$ cat src/spcfg_pkg.sv
// Constants, register map and types shared by the serial configuration port.
// Assumes a 13-bit register address space reached by 16-bit instructions.
package spcfg_pkg;
	// Register addresses
	localparam logic [12:0] A_SETUP = 13'h000;
	localparam logic [12:0] A_ID = 13'h003;
	localparam logic [12:0] A_RBSEL = 13'h004;
	localparam logic [12:0] A_DIV = 13'h1e0;
	localparam logic [12:0] A_CLKIN = 13'h1e1;
	localparam logic [12:0] A_PDSYNC = 13'h230;
	localparam logic [12:0] A_RSVD = 13'h231;
	localparam logic [12:0] A_UPD = 13'h232;
	localparam logic [12:0] ADDR_STEP = 13'h001;

	// Values after reset and writable masks
	localparam logic [7:0] SETUP_RST = 8'h18;
	localparam logic [7:0] SRST_MASK = 8'h04;
	localparam logic [7:0] DIV_RST = 8'h02;
	localparam logic [7:0] CLKIN_RST = 8'h00;
	localparam logic [7:0] PDSYNC_RST = 8'h00;
	localparam logic [7:0] DIV_MASK = 8'h07;
	localparam logic [7:0] CLKIN_MASK = 8'h1f;
	localparam logic [7:0] PDSYNC_MASK = 8'h07;
	localparam logic [7:0] BYTE_ZERO = 8'h00;

	// Arbitrary variant code, not tied to any real part
	localparam logic [7:0] VARIANT_ID = 8'h5a;

	// Field positions
	localparam int SETUP_LONG_BIT = 3;
	localparam int SETUP_SRST_BIT = 2;
	localparam int SETUP_LSB_BIT = 1;
	localparam int SETUP_TWOPIN_BIT = 0;
	localparam int UPD_BIT = 0;
	localparam int RBSEL_BIT = 0;
	localparam int RW_BIT = 15;
	localparam int CNT_HI = 14;
	localparam int CNT_LO = 13;

	// Frame counts
	localparam logic [4:0] INSTR_BITS = 5'h10;
	localparam logic [4:0] BYTE_BITS = 5'h08;
	localparam logic [1:0] CNT_STREAM = 2'h3;

	typedef enum logic [1:0] {ST_IDLE, ST_INSTR, ST_DATA, ST_HOLD} port_state_e;
endpackage : spcfg_pkg

$ cat src/sp_if.sv
// Carrier between pin edge detector, frame controller and register bank.
// Assumes all three share one clock.
`timescale 1ns/1ns
interface sp_if;
	logic sclk_rise;
	logic sclk_fall;
	logic frame_start;
	logic frame_end;
	logic din;
	logic wr;
	logic [12:0] addr;
	logic [7:0] wdata;
	logic [7:0] rdata;
	logic [7:0] setup;

	modport edge_mp (output sclk_rise, sclk_fall, frame_start, frame_end, din);
	modport bank_mp (input wr, addr, wdata, output rdata, setup);
	modport ctl_mp (input sclk_rise, sclk_fall, frame_start, frame_end, din,
		input rdata, setup, output wr, addr, wdata);
endinterface : sp_if

$ cat src/pin_edges.sv
// Edge and frame detection on the serial port pins.
// Assumes pins are synchronous to clk and serial clock phases last at least two clocks.
`timescale 1ns/1ns
module pin_edges
	import spcfg_pkg::*;
(
	// Clock and reset
	input wire logic clk,
	input wire logic rst,
	// Serial pins
	input wire logic sclk,
	input wire logic cs_n,
	input wire logic sdio_i,
	// Events
	sp_if.edge_mp ev
);
	typedef struct packed {
		logic sclk;
		logic cs_n;
	} pins_s;

	pins_s q, d;

	// Previous pin levels
	always_comb begin
		d.sclk = sclk;
		d.cs_n = cs_n;
	end

	always_ff @(posedge clk) begin
		if (rst) begin
			q <= '{sclk: 1'b1, cs_n: 1'b1}; // Idle pin levels, so reset gives no false edge
		end else begin
			q <= d;
		end
	end

	// Edges count only inside a frame
	assign ev.sclk_rise = sclk & ~q.sclk & ~cs_n;
	assign ev.sclk_fall = ~sclk & q.sclk & ~cs_n;
	assign ev.frame_start = q.cs_n & ~cs_n;
	assign ev.frame_end = ~q.cs_n & cs_n;
	assign ev.din = sdio_i;
endmodule : pin_edges

$ cat src/config_bank.sv
// Buffer and active register copies, update-all and soft reset.
// Assumes one-cycle write strobes from the frame controller.
`timescale 1ns/1ns
module config_bank
	import spcfg_pkg::*;
(
	// Clock and reset
	input wire logic clk,
	input wire logic rst,
	// Register access
	sp_if.bank_mp b,
	// Active settings
	output logic [7:0] div_active,
	output logic [7:0] clkin_active,
	output logic [7:0] pdsync_active
);
	typedef struct packed {
		logic [7:0] setup;
		logic rbsel;
		logic [7:0] div_b;
		logic [7:0] clkin_b;
		logic [7:0] pd_b;
		logic [7:0] div_a;
		logic [7:0] clkin_a;
		logic [7:0] pd_a;
		logic upd;
	} bank_s;

	localparam bank_s BANK_RST = '{setup: SETUP_RST, rbsel: 1'b0,
		div_b: DIV_RST, clkin_b: CLKIN_RST, pd_b: PDSYNC_RST,
		div_a: DIV_RST, clkin_a: CLKIN_RST, pd_a: PDSYNC_RST, upd: 1'b0};

	bank_s q, d;

	// Copy first, then writes, so a new update request wins over the clear
	always_comb begin
		d = q;
		if (q.upd) begin
			d.div_a = q.div_b;
			d.clkin_a = q.clkin_b;
			d.pd_a = q.pd_b;
			d.upd = 1'b0;
		end
		if (b.wr) begin
			case (b.addr)
				A_SETUP: d.setup = b.wdata;
				A_RBSEL: d.rbsel = b.wdata[RBSEL_BIT];
				A_DIV: d.div_b = b.wdata & DIV_MASK;
				A_CLKIN: d.clkin_b = b.wdata & CLKIN_MASK;
				A_PDSYNC: d.pd_b = b.wdata & PDSYNC_MASK;
				A_UPD: d.upd = q.upd | b.wdata[UPD_BIT] | d.upd;
				default: ;
			endcase
		end
		// Held at defaults until software writes the bit back to zero
		if (d.setup[SETUP_SRST_BIT]) begin
			d = BANK_RST;
			d.setup = SETUP_RST | SRST_MASK;
		end
	end

	always_ff @(posedge clk) begin
		if (rst) begin
			q <= BANK_RST;
		end else begin
			q <= d;
		end
	end

	// Readback mux, unmapped bytes read zero
	always_comb begin
		case (b.addr)
			A_SETUP: b.rdata = q.setup;
			A_ID: b.rdata = VARIANT_ID;
			A_RBSEL: b.rdata = {7'h00, q.rbsel};
			A_DIV: b.rdata = q.rbsel ? q.div_a : q.div_b;
			A_CLKIN: b.rdata = q.rbsel ? q.clkin_a : q.clkin_b;
			A_PDSYNC: b.rdata = q.rbsel ? q.pd_a : q.pd_b;
			A_UPD: b.rdata = {7'h00, q.upd};
			default: b.rdata = BYTE_ZERO;
		endcase
	end

	assign b.setup = q.setup;
	assign div_active = q.div_a;
	assign clkin_active = q.clkin_a;
	assign pdsync_active = q.pd_a;
endmodule : config_bank

$ cat src/serial_port_config_regs.sv
// Serial control port of the clock generator with its configuration registers.
// Assumes the host drives sclk and cs_n synchronous to clk, each sclk phase
// lasting at least two clk cycles, and always sends 16-bit instructions.
//
// Notes on behaviour
// Host writes setup bits 7:4 as bit-reversed copy of bits 3:0.
// Instruction-length bit resets to 1; only 16-bit instructions are decoded.
// Soft reset bit set holds all registers at defaults until written back to 0.
// Bit order 0 means MSB first, address down; 1 means LSB first, address up.
// Data mode 0 uses the data pin both ways; 1 reads on the serial out pin.
// Read-only identification byte returns a fixed variant code; writes ignored.
// Readback select 0 returns buffer registers, 1 returns active registers.
// Update-all bit clears itself after the host sets it.
// Writes land in buffers; update-all copies buffers into the active set.
// Reserved bits and addresses read zero and ignore writes.
`timescale 1ns/1ns
module serial_port_config_regs
	import spcfg_pkg::*;
(
	// Clock and reset
	input wire logic clk,
	input wire logic rst,
	// Serial clock and chip select from the host
	input wire logic sclk,
	input wire logic cs_n,
	// Bidirectional data pin
	input wire logic sdio_i,
	output logic sdio_o,
	output logic sdio_oe_n,
	// Separate serial output pin
	output logic serial_out_pin,
	output logic serial_out_oe_n,
	// Active settings for the clock path
	output logic [7:0] div_active,
	output logic [7:0] clkin_active,
	output logic [7:0] pdsync_active,
	// Serial port mode
	output logic two_pin_data_select,
	output logic lsb_first
);
	typedef struct packed {
		port_state_e st;
		logic [4:0] cnt;
		logic [15:0] sr;
		logic [12:0] addr;
		logic [12:0] waddr;
		logic [1:0] left;
		logic stream;
		logic rw;
		logic [7:0] tx;
		logic reload;
		logic dout;
		logic drive;
		logic wr;
		logic [7:0] wdata;
	} ctl_s;

	localparam ctl_s CTL_RST = '{st: ST_IDLE, cnt: 5'h00, sr: 16'h0000,
		addr: 13'h0000, waddr: 13'h0000, left: 2'h0, stream: 1'b0,
		rw: 1'b0, tx: 8'h00, reload: 1'b0, dout: 1'b0, drive: 1'b0,
		wr: 1'b0, wdata: 8'h00};

	sp_if sp ();

	ctl_s q, d;
	logic lsb;
	logic twopin;
	logic byte_end;
	logic next_bit;

	// Pin edges and frame boundaries
	pin_edges u_edges (
		.clk(clk),
		.rst(rst),
		.sclk(sclk),
		.cs_n(cs_n),
		.sdio_i(sdio_i),
		.ev(sp.edge_mp)
	);

	// Register storage
	config_bank u_bank (
		.clk(clk),
		.rst(rst),
		.b(sp.bank_mp),
		.div_active(div_active),
		.clkin_active(clkin_active),
		.pdsync_active(pdsync_active)
	);

	// Port modes act at once so the host can talk in the new order
	assign lsb = sp.setup[SETUP_LSB_BIT];
	assign twopin = sp.setup[SETUP_TWOPIN_BIT];
	assign byte_end = (q.st == ST_DATA) && sp.sclk_rise && (q.cnt == BYTE_BITS - 5'h01);

	// Frame controller: instruction, data bytes, then hold until deselect unless streaming
	always_comb begin
		d = q;
		d.wr = 1'b0;
		d.reload = 1'b0;
		if (q.reload) begin
			d.tx = sp.rdata;
		end
		if (sp.frame_end) begin
			d.st = ST_IDLE;
			d.drive = 1'b0;
		end else begin
			unique case (q.st)
				ST_IDLE: begin
					if (sp.frame_start) begin
						d.st = ST_INSTR;
						d.cnt = 5'h00;
					end
				end
				ST_INSTR: begin
					if (sp.sclk_rise) begin
						// LSB first fills from the top, so the word lands alike
						d.sr = lsb ? {sp.din, q.sr[15:1]} : {q.sr[14:0], sp.din};
						d.cnt = q.cnt + 5'h01;
						if (q.cnt == INSTR_BITS - 5'h01) begin
							d.st = ST_DATA;
							d.cnt = 5'h00;
							d.rw = d.sr[RW_BIT];
							d.left = d.sr[CNT_HI:CNT_LO];
							d.stream = (d.sr[CNT_HI:CNT_LO] == CNT_STREAM);
							d.addr = d.sr[12:0];
							d.reload = d.sr[RW_BIT];
						end
					end
				end
				ST_DATA: begin
					// Read bits leave on the falling edge for the host to sample
					if (q.rw && sp.sclk_fall) begin
						d.dout = lsb ? q.tx[0] : q.tx[7];
						d.tx = lsb ? {1'b0, q.tx[7:1]} : {q.tx[6:0], 1'b0};
						d.drive = 1'b1;
					end
					if (!q.rw && sp.sclk_rise) begin
						d.sr[7:0] = lsb ? {sp.din, q.sr[7:1]} : {q.sr[6:0], sp.din};
					end
					if (sp.sclk_rise) begin
						d.cnt = q.cnt + 5'h01;
					end
					if (byte_end) begin
						d.cnt = 5'h00;
						d.wr = ~q.rw;
						d.wdata = d.sr[7:0];
						d.waddr = q.addr;
						d.addr = lsb ? q.addr + ADDR_STEP : q.addr - ADDR_STEP;
						d.reload = q.rw;
						if (!q.stream && q.left == 2'h0) begin
							d.st = ST_HOLD;
						end else if (!q.stream) begin
							d.left = q.left - 2'h1;
						end
					end
				end
				ST_HOLD: begin
					// Extra bits past the byte count are ignored
				end
			endcase
		end
	end

	always_ff @(posedge clk) begin
		if (rst) begin
			q <= CTL_RST;
		end else begin
			q <= d;
		end
	end

	// Bank access: write strobe uses the address held for that byte
	assign sp.wr = q.wr;
	assign sp.wdata = q.wdata;
	assign sp.addr = q.wr ? q.waddr : q.addr;

	// Pin drivers, enables low while driving
	assign sdio_o = q.dout;
	assign serial_out_pin = q.dout;
	assign sdio_oe_n = ~(q.drive & ~twopin);
	assign serial_out_oe_n = ~(q.drive & twopin);
	assign two_pin_data_select = twopin;
	assign lsb_first = lsb;

	// Bit the next falling edge must present, for the checks below
	assign next_bit = lsb ? q.tx[0] : q.tx[7];
endmodule : serial_port_config_regs

$ cat config.mk
export PLATFORM = sky130hd
export DESIGN_NAME = serial_port_config_regs
export DESIGN_NICKNAME = d
export VERILOG_FILES = /design/src/spcfg_pkg.sv /design/src/sp_if.sv /design/src/pin_edges.sv /design/src/config_bank.sv /design/src/serial_port_config_regs.sv
export SDC_FILE = /design/constraint.sdc
export NUM_CORES = 1
export LEC_CHECK = 0
export ABC_AREA = 1
export BUFFER_PORTS_ARGS = -buffer_cell sky130_fd_sc_hd__buf_4
export CAP_MARGIN = 20
export CORE_UTILIZATION = 25
export CTS_BUF_LIST = sky130_fd_sc_hd__clkbuf_4
export DETAILED_ROUTE_END_ITERATION = 10
export SYNTH_ARGS = -nofsm -noshare
export SYNTH_HDL_FRONTEND = slang
export SYNTH_SLANG_ARGS = --single-unit
$ cat constraint.sdc
create_clock -name clk -period 2.7 [get_ports clk]
set_clock_uncertainty 0.15 [all_clocks]
set_input_delay 0.54 -clock clk [delete_from_list [all_inputs] [get_ports clk]]
set_output_delay 0.54 -clock clk [all_outputs]
set_load 0.02 [all_outputs]
Yosys cells after proc, flatten, opt, wreduce, memory -nomap -nowiden
Cells that the tools add are included.
{ "totals": {"reg_bits": 107, "in_bits": 5, "out_inout_bits": 30} }
{ "classes": {"add_sub_neg": 4, "muxes": 47, "n_reduce_logical": 30, "bitwise": 21, "n_eq_ne": 19} }
{ "ops": {"columns": ["operator", "n"], "rows": [
  ["$mux 28", 2],
  ["$pmux 8 s7", 1],
  ["$mux 53", 1],
  ["$mux 8", 6],
  ["$pmux 21 s2", 1],
  ["$mux 13", 3],
  ["$mux 36", 1],
  ["$eq 13x10->1 const B", 2],
  ["$eq 13x9->1 const B", 2],
  ["$mux 7", 3],
  ["$pmux 7 s3", 1],
  ["$mux 20", 1],
  ["$mux 16", 1],
  ["$mux 3", 5],
  ["$mux 5", 3],
  ["$add 13x1->13 const B", 1],
  ["$eq 13x2->1 const B", 1],
  ["$eq 13x3->1 const B", 1],
  ["$logic_not 13->1", 1],
  ["$sub 13x1->13 const B", 1],
  ["$ne 2x2->1 const B", 6],
  ["$reduce_and 2->1", 6],
  ["$reduce_and 3->1", 4],
  ["$mux 11", 1],
  ["other kinds (29)", 66]
]} }

Logic depth before layout (Yosys ltp)
{ "depth": {"ltp_word": 8, "mapped_depth": 16, "mapped_depth_nobuf": 15} }

Cells and area by module
From an unflattened synthesis, not the netlist that was laid out.
{ "hier_totals": {"cells_unflattened": 995, "area_unflattened_um2": 6676.4} }
{ "by_module_without_submodules": {"columns": ["mod", "area_per_inst_um2", "seq_area_each_um2", "cells_each", "instances"], "rows": [
  ["serial_port_config_regs", 4356.7, 1461.4, 668, 1],
  ["config_bank", 2225.9, 640.6, 313, 1],
  ["pin_edges", 93.8, 40.0, 14, 1]
]} }

Worst setup path before layout
Ideal clock, no wire load.
{ "synth_path": {"path_kind": "register -> register", "from": "register u_bank.q (netlist bit u_bank.b.setup[1])", "to": "register q[44] (netlist name)", "setup_time_ns": 0.116, "arrival_time_ns": 2.561, "path_stages_with_launch": 14, "path_slack_ns": -0.128, "path_buffers": 2, "t_required_ns": 2.434, "path_cell_list": "dfxtp_1 clkbuf_1 inv_1 clkbuf_1 ha_1 a21oi_1 nand2_1 nand2_1 o211ai_1 or2_2 nand3_1 nand3_1 o211ai_1 inv_1"} }
{ "synth_via": {"elab_chain_cells": 4, "word_cells_on_any_way": 6, "cone_classes": "mux (6)"} }
{ "synth_rtl": {"columns": ["item", "line_no", "source"], "rows": [
  ["start, declared", "config_bank.sv:33", "bank_s q, d;"],
  ["start signal, assigned", "config_bank.sv:64", "q <= BANK_RST;"],
  ["start signal, assigned", "config_bank.sv:66", "q <= d;"],
  ["$mux 16", "serial_port_config_regs.sv:118", "d.sr = lsb ? {sp.din, q.sr[15:1]} : {q.sr[14:0], sp.din};"],
  ["$mux 13", "serial_port_config_regs.sv:120", "if (q.cnt == INSTR_BITS - 5'h01) begin"],
  ["$mux 36", "serial_port_config_regs.sv:116", "if (sp.sclk_rise) begin"],
  ["$pmux 21 s2 *", "serial_port_config_regs.sv:108", "unique case (q.st)"],
  ["end signal, assigned", "serial_port_config_regs.sv:167", "q <= CTL_RST;"],
  ["end signal, assigned", "serial_port_config_regs.sv:169", "q <= d;"],
  ["end, declared", "serial_port_config_regs.sv:65", "ctl_s q, d;"]
]} }
Every way passes the cells marked *; elsewhere a longest branch is shown, timed or not. The select of a mux whose other input is x is not followed.
A chain may end at the register's enable or synchronous reset.

Worst setup path after layout
{ "layout_path": {"from": "register u_bank.q (netlist bit u_bank.b.setup[1])", "to": "register q[46] (netlist name)"} }
The elaborated chain is that of the path after synthesis.

==> summary.md <==
| Metric | Value |
|---|---|
| Clk_lat worst skew | 0.49 ns |
| CP endpoint kind | flop |
| Yosys warning total | 0 |
| Final wirelength | 15.6 mm |
| Psw | 1.89 mW |
| Post-placement cell area | 0.00653 mm^2 |
| Status | finished, final reports clean |
| Initial Utilization | 25.4% |
| Synth Area in Compound Gates | 21.5% |
| Worst path max stage delay | 0.46 ns |
| Synth Area in Simple Gates | 26.4% |
| Dominant synthesized flop cell | dfxtp_1 |
| Grt total ovfl | 0 |
| Core ar. | 0.0242 mm^2 |
| DR pass1 iterations | 5 |
| Clock sinks | 107 |
| Hold depth | 3 |
| Sequential share of the synthesized area | 34.8% |
| Vert. Die Dim | 159 um |
| PwrDens | 671 mW/mm^2 |
| Final instance area | 0.00669 mm^2 |
| Buf/Inv on CP | 2 |
| # DRC | 0 |
| Synth Cell Area | 0.00615 mm^2 |
| Number of distinct library cells after synthesis | 44 |
| Initial DRC Count | 525 |
| Critical path peak fanout | 10 |
| Number of synthesized flops with an enable pin | 0 |
| VDD IR max | 0.236 mV |
| IO Port Bufs | 21 |
| Worst path depth | 11 |
| Vias in the first global route | 5161 |
| H-tree levels | 3 |
| Crit path DAT | 2.66 ns |
| Setup crit start kind | flop |
| Share of cells above drive strength 1 | 10.2% |
| Synth Area in XOR/XNOR | 0.569% |
| Max Buffers Root-to-Sink | 2 |
| Largest family of logic cells by synthesized area | simple AND/OR/NAND/NOR gates |
| Post-CTS Hold Buffers | 0 |
| Cells along the critical path | inv_1, buf_4, ha_1, nand2_1, nor2_1, nand2_1, o211ai_1, a21oi_1, or2_2, nand3_1, a21oi_1 |
| Cts bufs inserted | 9 |
| Die ar. | 0.0252 mm^2 |
| Tcrit/Tclk final | 89.9% |
| Final nets | 946 |
| P&R area growth vs syn | 8.78% |
| Ports | 35 |
| Reg power frac | 40.4% |
| First-pass GRT wire length | 26.2 mm |
| Initial antenna violation count | 0 |
| Worst slew pin tran | 0.633 ns |
| Final setup fails | 0 |
| Required arrival time at the worst endpoint | 2.93 ns |
| CP top delay family | simple AND/OR/NAND/NOR gates |
| Internal power | 2.60 mW |
| Clock network power share | 19.2% |
| Worst Reg-to-Reg Cells | 11 |
| Final Hold Fails | 0 |
| RSZ-0062 raised after global routing | false |
| Post-synthesis adder-cell area fraction | 4.19% |
| Register Area | 0.00214 mm^2 |
| Fmax | 412 MHz |
| Antenna-violating nets left | 0 |
| CTS root buf | clkbuf_4 |
| Slew margin rel. | 57.3% |
| Lkg Pwr | 2.63 nW |
| Die Wd | 159 um |
| Clk slew on worst S/H paths | 0.17 ns |
| Multi-input gate area | 0.00333 mm^2 |
| Routed vias | 5754 |
| Comb pwr share | 40.4% |
| Filler Cell Count | 2718 |
| Hold/Removal Path Class | primary input to flop |
| Sum of negative setup slack | 0 ns |
| Clock period minus worst slack | 2.43 ns |
| Hpwl dp | 11.4 mm |
| Largest net degree at the start of global routing | 41 |
| Sw Share | 42.1% |
| #FFs+latches synth | 107 |
| WL per Instance | 12.5 um |
| Mux cell area share after synthesis | 0.346% |
| Antenna diodes | 0 |
| Rows | 57 |
| CP max stage cell | dfxtp_1 |
| Crit Path Category | flop to flop |
| Syn Inst Count | 921 |
| Final Max Tran Viols | 0 |
| Gpl congestion | 0.873 |
| Tot GR Track Use | 12.6% |
| TritonCTS clock tree | built |
| Final Power | 4.49 mW |
| Asr flop ratio synth | 0% |
| Vias per inst | 4.60 |
| Synth Area per Inst | 6.68 um^2 |
| Max Cap Viol | 0 |
-- state kept, by name (all words and copies together) (netlist names), 2 cells and up --
signal	cells
sp.wdata	8
u_bank.b.setup	8
u_bank.pdsync_active	3
q	63
u_bank.div_active	3
u_edges.q	2
u_bank.q	13
u_bank.clkin_active	5
-- cells in the final DEF, fill, tap and decap left out, drive strengths merged, types with 13 or more instances in the layout --
cell type / n
nor2: 93
dfxtp: 107
nand3: 54
inv: 99
conb: 13
nand2: 220
ha: 19
o21ai: 105
buf: 39
a21oi: 98
-- layout make-up --
type | instances | area share [%]
multi-input combinational | 663 | 49.7
sequential | 107 | 32.0
tap | 324 | 6.06
inverter | 101 | 5.70
timing repair buffer | 39 | 4.37
clock inverter | 7 | 1.14
clock buffer | 9 | 1.01
-- synth_stat cells (all sizes together) (2+ instances only) --
library cell	number	share of area, %
a31oi	11	1.1
nand3	54	4.5
o2111ai	3	0.43
o21bai	2	0.24
a21oi	98	8.8
or2	3	0.31
clkbuf	28	1.7
dfxtp	107	35
xor2	4	0.57
a221oi	4	0.57
nor2	93	6.2
nand2	220	14
a211oi	7	0.85
o21ai	105	8.5
clkinv	3	0.18
buf	34	4.3
ha	19	3.9
o211ai	4	0.49
nand4	6	0.61
nor3	7	0.65
inv	98	6.0
-- power groups by stage --
| stage | clock [mW] | combinational (mW) | sequential [mW] |
|---|---|---|---|
| floorplan | 0 | 1.41 | 1.80 |
| global placement | 0 | 1.78 | 1.84 |
| detailed placement | 0 | 1.79 | 1.84 |
| CTS | 0.905 | 1.80 | 1.81 |
| global route | 0.968 | 2.09 | 1.83 |
| finish | 0.862 | 1.82 | 1.81 |
-- final timing paths --
kind | from | endpoint | slack [ns]
hold / removal | cs_n | u_edges.q[0] | 0.09
setup reg to reg | u_bank.b.setup[1] | q[46] | 0.27
hold reg to reg | u_bank.q[35] | u_bank.q[35] | 0.32
setup / recovery | u_bank.b.setup[1] | q[46] | 0.27
-- stage by stage --
step	instances	worst slack [ns]	util, %	hold slack [ns]
floorplan	933	0.0702	-	0.283
global placement	1233	0.135	26.9	0.292
detailed placement	1233	0.0883	26.9	0.304
CTS	1249	0.152	27.5	0.0434
global route	1250	0.0358	27.6	0.0649
finish	1250	0.273	27.6	0.0934
-- routing by layer --
| metal | vias to the layer above | wire (um) | track usage (%) |
|---|---|---|---|
| met1 | 2626 | 8040 | 18.0 |
| met2 | 124 | 6760 | 19.1 |
| met5 | - | 0 | 0 |
| met4 | 0 | 164 | 2.75 |
| met3 | 14 | 652 | 2.93 |
| li1 | 2990 | - | - |
-- worst register-to-register path, cell delays in order, from the launching register on --
cell and delay, ns:
dfxtp_1 0.46, inv_1 0.12, buf_4 0.20, ha_1 0.40
nand2_1 0.10, nor2_1 0.10, nand2_1 0.06, o211ai_1 0.16
a21oi_1 0.13, or2_2 0.29, nand3_1 0.08, a21oi_1 0.07
-- cells by family after synthesis --
| family | Yosys count |
|---|---|
| AND/OR/NAND/NOR | 386 |
| AO/OA/AOI/OAI | 238 |
| buffers and inverters | 163 |
| flip-flops | 107 |
| adder cells (fa/ha/maj) | 20 |
| XOR/XNOR | 4 |
| multiplexers | 2 |
| other | 1 |
-- repair_timing --
action / in CTS / in global routing
buffers inserted: 0 / 1
setup endpoints to repair: 0 / 18
gates resized for setup: 0 / 4
Note: power is estimated with default switching activity, not from simulation.
